===== src/inc/irq_prio_pkg.sv =====
// Purpose: constants for the interrupt priority and pin mode block
// Assumes: APB, 32-bit data, byte offsets four times the register index
// Notes: register indices are printed offsets; byte address = 4 * index
package irq_prio_pkg;
  localparam int ADDR_W = 12;
  // register indices
  localparam logic [7:0] IDX_DMA_CH01 = 8'hF1;
  localparam logic [7:0] IDX_DMA_CH23 = 8'hF2;
  localparam logic [7:0] IDX_DMA_CH45 = 8'hF3;
  localparam logic [7:0] IDX_DMA_CH67 = 8'hF4;
  localparam logic [7:0] IDX_SER_MODE = 8'hF5;
  localparam logic [7:0] IDX_EXT_MODE = 8'hF6;
  localparam logic [7:0] IDX_WDT_FLAG = 8'hF7;
  localparam logic [7:0] IDX_FLAG_CLR = 8'hF8;
  localparam logic [7:0] IDX_IRQ_STAT = 8'hF9;
  localparam logic [7:0] IDX_IRQ_MASK = 8'hFA;
  // reset values
  localparam logic [7:0] RST_DMA_CTRL = 8'h00;
  localparam logic [2:0] RST_SER_MODE = 3'h7;
  localparam logic [5:0] RST_EXT_MODE = 6'h00;
  // ext_irq_pin_mode field positions
  localparam int EXT0_LEVEL_BIT = 1;
  localparam int EXT0_EDGE_BIT = 2;
  // status layout: 0..7 dma, 8 watchdog, 9..12 ext pins, 13..15 serial
  localparam int NUM_SRC = 16;
  localparam int SRC_DMA0 = 0;
  localparam int SRC_WDT = 8;
  localparam int SRC_EXT0 = 9;
  localparam int SRC_SER0 = 13;
  // clear vectors for the flag clear register
  localparam logic [7:0] CLR_VEC_DMA0 = 8'h00;
  localparam logic [7:0] CLR_VEC_WDT = 8'h08;
endpackage : irq_prio_pkg


===== src/hw/irq_trigger.sv =====
// Purpose: one request flag with edge or level trigger detection
// Assumes: source is synchronous to pclk
// Notes: set wins over a clear arriving in the same cycle
module irq_trigger (
  input wire logic pclk,
  input wire logic presetn,
  input wire logic clk_en,
  input wire logic src,
  input wire logic level_mode,
  input wire logic falling,
  input wire logic clear,
  output logic flag
);
  logic src_prev;
  logic hit;

  always_comb begin
    if (level_mode) begin
      hit = src;
    end else if (falling) begin
      hit = src_prev & ~src;
    end else begin
      hit = ~src_prev & src;
    end
  end

  always_ff @(posedge pclk or negedge presetn) begin
    if (!presetn) begin
      src_prev <= 1'b0;
    end else if (clk_en) begin
      src_prev <= src;
    end
  end

  always_ff @(posedge pclk or negedge presetn) begin
    if (!presetn) begin
      flag <= 1'b0;
    end else if (clk_en) begin
      if (hit) begin
        flag <= 1'b1;
      end else if (clear) begin
        flag <= 1'b0;
      end
    end
  end
endmodule : irq_trigger


===== src/hw/irq_prio_ctrl.sv =====
// Purpose: per-channel dma priority, trigger modes and request flags
// Assumes: APB slave, zero wait states, inputs synchronous to pclk
// Notes: disabled sources still latch flags and can raise irq; only enabled ones are offered on dma_req_pending
//
// Contract
// - priority 000 or 111 disables; else level
// - ext0 edge rise/fall, or high level
// - ext1..3 edge only, select rise/fall
// - serial rx rising edge or level; reset 1
//
// The implementer's own choice: the APB interface to the registers.
module irq_prio_ctrl (
  input wire logic pclk,
  input wire logic presetn,
  input wire logic clk_en,
  input wire logic psel,
  input wire logic penable,
  input wire logic pwrite,
  input wire logic [irq_prio_pkg::ADDR_W-1:0] paddr,
  input wire logic [31:0] pwdata,
  output logic [31:0] prdata,
  output logic pready,
  output logic pslverr,
  input wire logic [7:0] dma_done_irq,
  input wire logic watchdog_irq,
  input wire logic [3:0] ext_irq_pin,
  input wire logic [2:0] serial_rx_irq,
  input wire logic [7:0] service_ack,
  output logic [7:0] dma_req_pending,
  output logic [7:0][2:0] dma_req_level,
  output logic watchdog_req_flag,
  output logic [3:0] ext_req_flag,
  output logic [2:0] serial_req_flag,
  output logic irq
);
  import irq_prio_pkg::*;

  // ==========================================================
  // bus decode
  logic [7:0][2:0] prio;
  logic [2:0] serial_rx_level_select;
  logic [5:0] ext_mode;
  logic [NUM_SRC-1:0] flags;
  logic [NUM_SRC-1:0] status;
  logic [NUM_SRC-1:0] mask;
  logic [NUM_SRC-1:0] clr;
  logic [NUM_SRC-1:0] next_status;
  logic [7:0] idx;
  logic aligned;
  logic mapped;
  logic wr;
  logic rd;
  logic [31:0] next_rdata;

  assign idx = paddr[9:2];
  assign aligned = (paddr[1:0] == 2'h0) && (paddr[ADDR_W-1:10] == '0);
  assign mapped = aligned && (idx >= IDX_DMA_CH01) && (idx <= IDX_IRQ_MASK);
  assign wr = psel && penable && pwrite && mapped && clk_en;
  assign rd = psel && penable && !pwrite && mapped && clk_en;
  // one-cycle access phase; frozen while clock enable is low
  assign pready = clk_en;
  assign pslverr = psel && penable && !mapped;

  // ==========================================================
  // priority fields
  always_ff @(posedge pclk or negedge presetn) begin
    if (!presetn) begin
      for (int i = 0; i < 8; i++) begin
        prio[i] <= RST_DMA_CTRL[2:0];
      end
    end else if (wr && idx >= IDX_DMA_CH01 && idx <= IDX_DMA_CH67) begin
      prio[{idx[1:0] - 2'h1, 1'b0}] <= pwdata[2:0];
      prio[{idx[1:0] - 2'h1, 1'b1}] <= pwdata[6:4];
    end
  end

  always_comb begin
    for (int i = 0; i < 8; i++) begin
      // 000 and 111 both mean the source is off
      dma_req_pending[i] = flags[SRC_DMA0 + i] && prio[i] != 3'h0
        && prio[i] != 3'h7;
      dma_req_level[i] = dma_req_pending[i] ? prio[i] : 3'h0;
    end
  end

  // ==========================================================
  // trigger mode registers
  always_ff @(posedge pclk or negedge presetn) begin
    if (!presetn) begin
      serial_rx_level_select <= RST_SER_MODE;
    end else if (wr && idx == IDX_SER_MODE) begin
      serial_rx_level_select <= pwdata[2:0];
    end
  end

  always_ff @(posedge pclk or negedge presetn) begin
    if (!presetn) begin
      ext_mode <= RST_EXT_MODE;
    end else if (wr && idx == IDX_EXT_MODE) begin
      // bit 0 must be written as zero; kept clear
      ext_mode <= {pwdata[5:1], 1'b0};
    end
  end

  // ==========================================================
  // request flags
  always_comb begin
    clr = '0;
    for (int i = 0; i < 8; i++) begin
      clr[SRC_DMA0 + i] = service_ack[i];
    end
    if (wr && idx == IDX_FLAG_CLR) begin
      if (pwdata[7:0] < CLR_VEC_WDT) begin
        clr[pwdata[2:0]] = 1'b1;
      end else if (pwdata[7:0] < 8'h10) begin
        clr[pwdata[3:0]] = 1'b1;
      end
    end
  end

  irq_trigger u_dma_trig[7:0] (
    .pclk(pclk), .presetn(presetn), .clk_en(clk_en),
    .src(dma_done_irq), .level_mode(1'b0), .falling(1'b0),
    .clear(clr[SRC_DMA0 +: 8]), .flag(flags[SRC_DMA0 +: 8]));

  irq_trigger u_wdt_trig (
    .pclk(pclk), .presetn(presetn), .clk_en(clk_en),
    .src(watchdog_irq), .level_mode(1'b0), .falling(1'b0),
    .clear(clr[SRC_WDT]), .flag(flags[SRC_WDT]));

  irq_trigger u_ext0_trig (
    .pclk(pclk), .presetn(presetn), .clk_en(clk_en),
    .src(ext_irq_pin[0]), .level_mode(ext_mode[EXT0_LEVEL_BIT]),
    .falling(ext_mode[EXT0_EDGE_BIT]),
    .clear(clr[SRC_EXT0]), .flag(flags[SRC_EXT0]));

  irq_trigger u_ext_trig[2:0] (
    .pclk(pclk), .presetn(presetn), .clk_en(clk_en),
    .src(ext_irq_pin[3:1]), .level_mode(1'b0),
    .falling(ext_mode[5:3]),
    .clear(clr[SRC_EXT0+1 +: 3]), .flag(flags[SRC_EXT0+1 +: 3]));

  irq_trigger u_ser_trig[2:0] (
    .pclk(pclk), .presetn(presetn), .clk_en(clk_en),
    .src(serial_rx_irq), .level_mode(serial_rx_level_select),
    .falling(1'b0),
    .clear(clr[SRC_SER0 +: 3]), .flag(flags[SRC_SER0 +: 3]));

  assign watchdog_req_flag = flags[SRC_WDT];
  assign ext_req_flag = flags[SRC_EXT0 +: 4];
  assign serial_req_flag = flags[SRC_SER0 +: 3];

  // ==========================================================
  // sticky status, cleared by reading it; new rise wins the clear
  logic [NUM_SRC-1:0] flags_prev;
  always_ff @(posedge pclk or negedge presetn) begin
    if (!presetn) begin
      flags_prev <= '0;
    end else if (clk_en) begin
      flags_prev <= flags;
    end
  end

  always_comb begin
    next_status = status;
    if (rd && idx == IDX_IRQ_STAT) begin
      next_status = '0;
    end
    next_status = next_status | (flags & ~flags_prev);
  end

  always_ff @(posedge pclk or negedge presetn) begin
    if (!presetn) begin
      status <= '0;
    end else if (clk_en) begin
      status <= next_status;
    end
  end

  always_ff @(posedge pclk or negedge presetn) begin
    if (!presetn) begin
      mask <= '0;
    end else if (wr && idx == IDX_IRQ_MASK) begin
      mask <= pwdata[NUM_SRC-1:0];
    end
  end

  always_ff @(posedge pclk or negedge presetn) begin
    if (!presetn) begin
      irq <= 1'b0;
    end else if (clk_en) begin
      irq <= |(next_status & mask);
    end
  end

  // ==========================================================
  // read data; write-only fields read zero
  always_comb begin
    next_rdata = 32'h0000_0000;
    case (idx)
      IDX_DMA_CH01, IDX_DMA_CH23, IDX_DMA_CH45, IDX_DMA_CH67: begin
        next_rdata[2:0] = prio[{idx[1:0] - 2'h1, 1'b0}];
        next_rdata[3] = flags[{idx[1:0] - 2'h1, 1'b0}];
        next_rdata[6:4] = prio[{idx[1:0] - 2'h1, 1'b1}];
        next_rdata[7] = flags[{idx[1:0] - 2'h1, 1'b1}];
      end
      IDX_EXT_MODE: next_rdata[EXT0_LEVEL_BIT] = ext_mode[EXT0_LEVEL_BIT];
      IDX_WDT_FLAG: next_rdata[3] = flags[SRC_WDT];
      IDX_IRQ_STAT: next_rdata[NUM_SRC-1:0] = status;
      IDX_IRQ_MASK: next_rdata[NUM_SRC-1:0] = mask;
      default: next_rdata = 32'h0000_0000;
    endcase
  end

  always_ff @(posedge pclk or negedge presetn) begin
    if (!presetn) begin
      prdata <= 32'h0000_0000;
    end else if (psel && !penable && !pwrite && clk_en) begin
      prdata <= next_rdata;
    end
  end

  // ==========================================================
  // checks
  a_prio_disable: assert property (@(posedge pclk) disable iff (!presetn)
    (prio[0] == 3'h7) |-> !dma_req_pending[0])
    else $error("priority 7 did not disable channel 0");
  a_prio_level: assert property (@(posedge pclk) disable iff (!presetn)
    dma_req_pending[1] |-> dma_req_level[1] == prio[1])
    else $error("channel 1 level differs from field");
  a_ext0_rise: assert property (@(posedge pclk) disable iff (!presetn)
    clk_en && !ext_mode[1] && !ext_mode[2] && $rose(ext_irq_pin[0])
    |=> flags[SRC_EXT0])
    else $error("ext0 rising edge missed");
  a_ext0_level: assert property (@(posedge pclk) disable iff (!presetn)
    clk_en && ext_mode[1] && ext_irq_pin[0] |=> flags[SRC_EXT0])
    else $error("ext0 high level missed");
  a_ext1_fall: assert property (@(posedge pclk) disable iff (!presetn)
    clk_en && ext_mode[3] && $fell(ext_irq_pin[1])
    |=> flags[SRC_EXT0+1])
    else $error("ext1 falling edge missed");
  a_ser_level: assert property (@(posedge pclk) disable iff (!presetn)
    clk_en && serial_rx_level_select[0] && serial_rx_irq[0]
    |=> flags[SRC_SER0])
    else $error("serial 0 level missed");
  a_flag_hold: assert property (@(posedge pclk) disable iff (!presetn)
    flags[SRC_WDT] && !clr[SRC_WDT] |=> flags[SRC_WDT])
    else $error("watchdog flag dropped without clear");
  a_flag_clear: assert property (@(posedge pclk) disable iff (!presetn)
    clk_en && clr[SRC_WDT] && !watchdog_irq && !flags_prev[SRC_WDT]
    |=> !flags[SRC_WDT] || watchdog_irq)
    else $error("watchdog flag not cleared");
  c_ext0_level: cover property (@(posedge pclk) flags[SRC_EXT0] && ext_mode[1]);
  c_irq_out: cover property (@(posedge pclk) $rose(irq));
  c_dma_prio6: cover property (@(posedge pclk)
    dma_req_pending[7] && dma_req_level[7] == 3'h6);
endmodule : irq_prio_ctrl


===== config.mk =====
export PLATFORM = sky130hd
export DESIGN_NAME = irq_prio_ctrl
export DESIGN_NICKNAME = d
export VERILOG_FILES = /design/src/inc/irq_prio_pkg.sv /design/src/hw/irq_trigger.sv /design/src/hw/irq_prio_ctrl.sv
export SDC_FILE = /design/constraint.sdc
export NUM_CORES = 1
export LEC_CHECK = 0
export ABC_AREA = 1
export BUFFER_PORTS_ARGS = -buffer_cell sky130_fd_sc_hd__buf_4
export CORE_MARGIN = 5
export CORE_UTILIZATION = 30
export DETAILED_ROUTE_END_ITERATION = 10
export PLACE_DENSITY = 0.56
export SLEW_MARGIN = 20
export SYNTH_ARGS = -nofsm -noshare
export SYNTH_HDL_FRONTEND = slang
export SYNTH_SLANG_ARGS = --single-unit
export TNS_END_PERCENT = 20

===== constraint.sdc =====
create_clock -name pclk -period 1.39 [get_ports pclk]
set_input_delay 0.139 -clock pclk [delete_from_list [all_inputs] [get_ports pclk]]
set_output_delay 0.139 -clock pclk [all_outputs]
set_load 0.005 [all_outputs]

==> metrics.cfg <==
[floorplan]
die_y_um = 159
ios = 149
die-area_mm2 = 0.0254
coreArea_mm2 = 0.0219
fp.dieW_um = 159
start_util_pct = 30.6
rows = 54

[pwr]
total_power_uw = 10800
ir_drop_mv = 0.932
leakagePower_uw = 0.00492
power_density_mw_per_mm2 = 1070

[synthesis]
synth_top_family_by_area = simple AND/OR/NAND/NOR gates
synth-simple-area-share_pct = 21.1
synth_seq_cells = 129
synth-compound-area-share_pct = 17.3
yosysSeqAreaShare_pct = 48.2
yosys.cell_types.count = 42
synth_mux_area_share_pct = 0.149
ys_warn_count = 0
syn_area_mm2 = 0.00670
syn_area_per_cell_um2 = 7.64
synthAdderAreaFrac_pct = 0.747
synth-xor-area-share_pct = 0
netlist_instances = 877

[cts]
clockRootBuffer = clkbuf_16
clk_latency_ps = 420
cts.sinks = 129
path_clk_slew_ps = 50
numCtsBuffers = 17
htree_num_levels = 4
cts_tree = yes
clockBufferDepth = 2

[worst_setup_path]
cp.arrival_ps = 1480
crit_end = dma_req_level[5]
worstSetupPathType = flop to output port
cp-end-kind = output port
required_ps = 1250
cp-start-kind = flop
reg2reg_from = prio[18]
r2r_cells = 6
critPathLaunch = prio[3]
ff2ff_setup_slack_ps = 50
critical_path.max_fanout = 2
r2r-end = prdata[0]

[placed_design]
dp_hpwl_um = 15800
portBuffers = 116
placed_area_mm2 = 0.00846
globalplace.congestion = 0.941
dp_slack_ps = -525

[cells_and_area]
final_nets = 1196
antenna_cells = 0
stdcell_area_mm2 = 0.0101
area_delta_synth_final_pct = 50.4
drive_gt1_share_pct = 32.9

[timing]
fin_crit_ps = 1620
slew_violations = 0
finalSetupViolCount = 30
hold_viol = 0
setup_ws_ps = -227
clock_skew_ps = 7.75
rsz0062_at_grt = true
finalCritPeriodShare_pct = 116
max_freq_ghz = 0.619
worst_hold_slack_ps = 21.2

[outcome]
violations = negative setup slack
run_status = complete, but fails checks

[detailed_routing]
dr.pass1.iters = 7
drc = 0
viasPerCell = 4.67
routedWlPerCell_um = 15.7
vias = 6584
finalWirelength_um = 22100
drtIter0Drc = 549
postRouteAntennaNets = 0

[global_route]
grt_usage_pct = 17.0
grt_pass1_wl_um = 34300
grt_pass1_vias = 6412
antenna_found_initial = 0
grt_max_degree = 80
gr-total-overflow = 0

[run]
drv_cap = 0

[worst_hold_path]
worstHoldStart = pwdata[7]
min_path_type = primary input to flop

-- per-layer routing --
layer,track usage (%),wire length [um],vias to the layer above
met5,0,0,-
met4,6.13,454,0
met3,3.34,1390,30
met2,26.4,10400,237
met1,23.5,9930,3049
li1,-,-,3268
-- through the flow --
| stage | instances | TNS [ps] | util [%] |
|---|---|---|---|
| final | 1411 | -2830 | 46.0 |
| after global routing | 1411 | -6970 | 46.0 |
| after CTS | 1401 | -3150 | 44.5 |
| after detailed placement | 1320 | -34320 | 38.6 |
| after global placement | 1320 | -32250 | 38.6 |
| after floorplan | 892 | -7630 | - |
-- layout make-up --
type / count / area (um^2)
Clock buffer: 23 / 468
Clock inverter: 9 / 203
Fill cell: 2156 / 11800
Inverter: 137 / 527
Multi-Input combinational cell: 571 / 3070
Sequential cell: 129 / 3250
Tap cell: 280 / 350
Timing Repair Buffer: 262 / 2210
-- cells in the final DEF (no fill, tap or decap), types with 4 or more instances in the layout --
master	count
a21oi_1	42
buf_12	6
buf_4	207
buf_6	16
bufinv_16	6
clkbuf_1	4
clkbuf_16	18
conb_1	16
dfrtp_1	110
dfrtp_2	16
dlygate4sd3_1	30
inv_1	113
inv_2	21
nand2_1	205
nand2_2	13
nand3_1	17
nand3_2	10
nor2_1	51
nor2_2	7
nor3_1	8
nor3_2	7
o21a_1	8
o21ai_0	84
o21ai_1	35
o221ai_1	9
o22ai_1	7
-- critical path, cell delays in order (launching register included) --
cell     delay (ps)
dfrtp_1         370
inv_2            70
o31ai_4         320
a31oi_4          70
nand2_1          90
inv_2            40
buf_6           100
-- sequential cells by signal (all words and copies together) (netlist names), 5 cells and up --
register and cells:
ext_mode 5, flags_prev 16, mask 16, prdata 16, prio 24, status 16, u_dma_trig.flag 8, u_dma_trig.src_prev 8
-- synthesized netlist by cell type (all sizes together) --
cell	number	area [um^2]
dfstp	3	78.8
a311oi	1	8.76
ha	4	50.1
a221oi	1	8.76
o21a	8	60.1
clkbuf	20	75.1
o22ai	8	50.1
nor3	18	101
o211ai	2	15.0
conb	1	3.75
clkinv	1	3.75
inv	136	510
dfrtp	126	3150
a211oi	2	15.0
buf	35	239
o22a	1	8.76
a21oi	44	224
a31oi	6	37.5
nand3	29	155
o221ai	9	78.8
nor2	61	244
nor3b	3	22.5
o31ai	3	22.5
o2111ai	1	8.76
and2	3	18.8
o21bai	3	22.5
o21ai	120	601
mux2i	1	10.0
nor4	3	18.8
nand2	221	835
nand4	3	18.8
-- power breakdown --
| part | leakage (uW) | internal, uW | total (uW) | switching [uW] |
|---|---|---|---|---|
| registers | 0.00150 | 4020 | 4200 | 180 |
| clock network | 0.000326 | 3460 | 5120 | 1650 |
| logic | 0.00309 | 658 | 1460 | 806 |
| total | 0.00492 | 8140 | 10800 | 2640 |
-- repair_timing --
action | CTS | global route
gates resized for setup | 50 | 82
cloned | 0 | 2
hold endpoints to repair | 157 | 0
pin swaps | 16 | 22
hold buffers | 30 | 0
buffers inserted | 19 | 9
setup endpoints to repair | 52 | 101
-- worst min path at each step --
stage,to,slack (ps),cells past startpoint
after global placement,u_dma_trig[3].flag,180,2
after detailed placement,u_dma_trig[3].flag,180,2
after CTS,mask[0],3,3
after global routing,mask[7],20,4
final,mask[7],20,4
after floorplan,ext_mode[1],-160,0
-- cells by family after synthesis --
kind of cell	after synthesis
AOI/OAI and AO/OA	209
adders and majority gates	4
buffers and inverters	192
DFF	129
muxes	1
other	1
and+or+nand+nor	341
No activity file was read; power rests on OpenSTA's default activity.
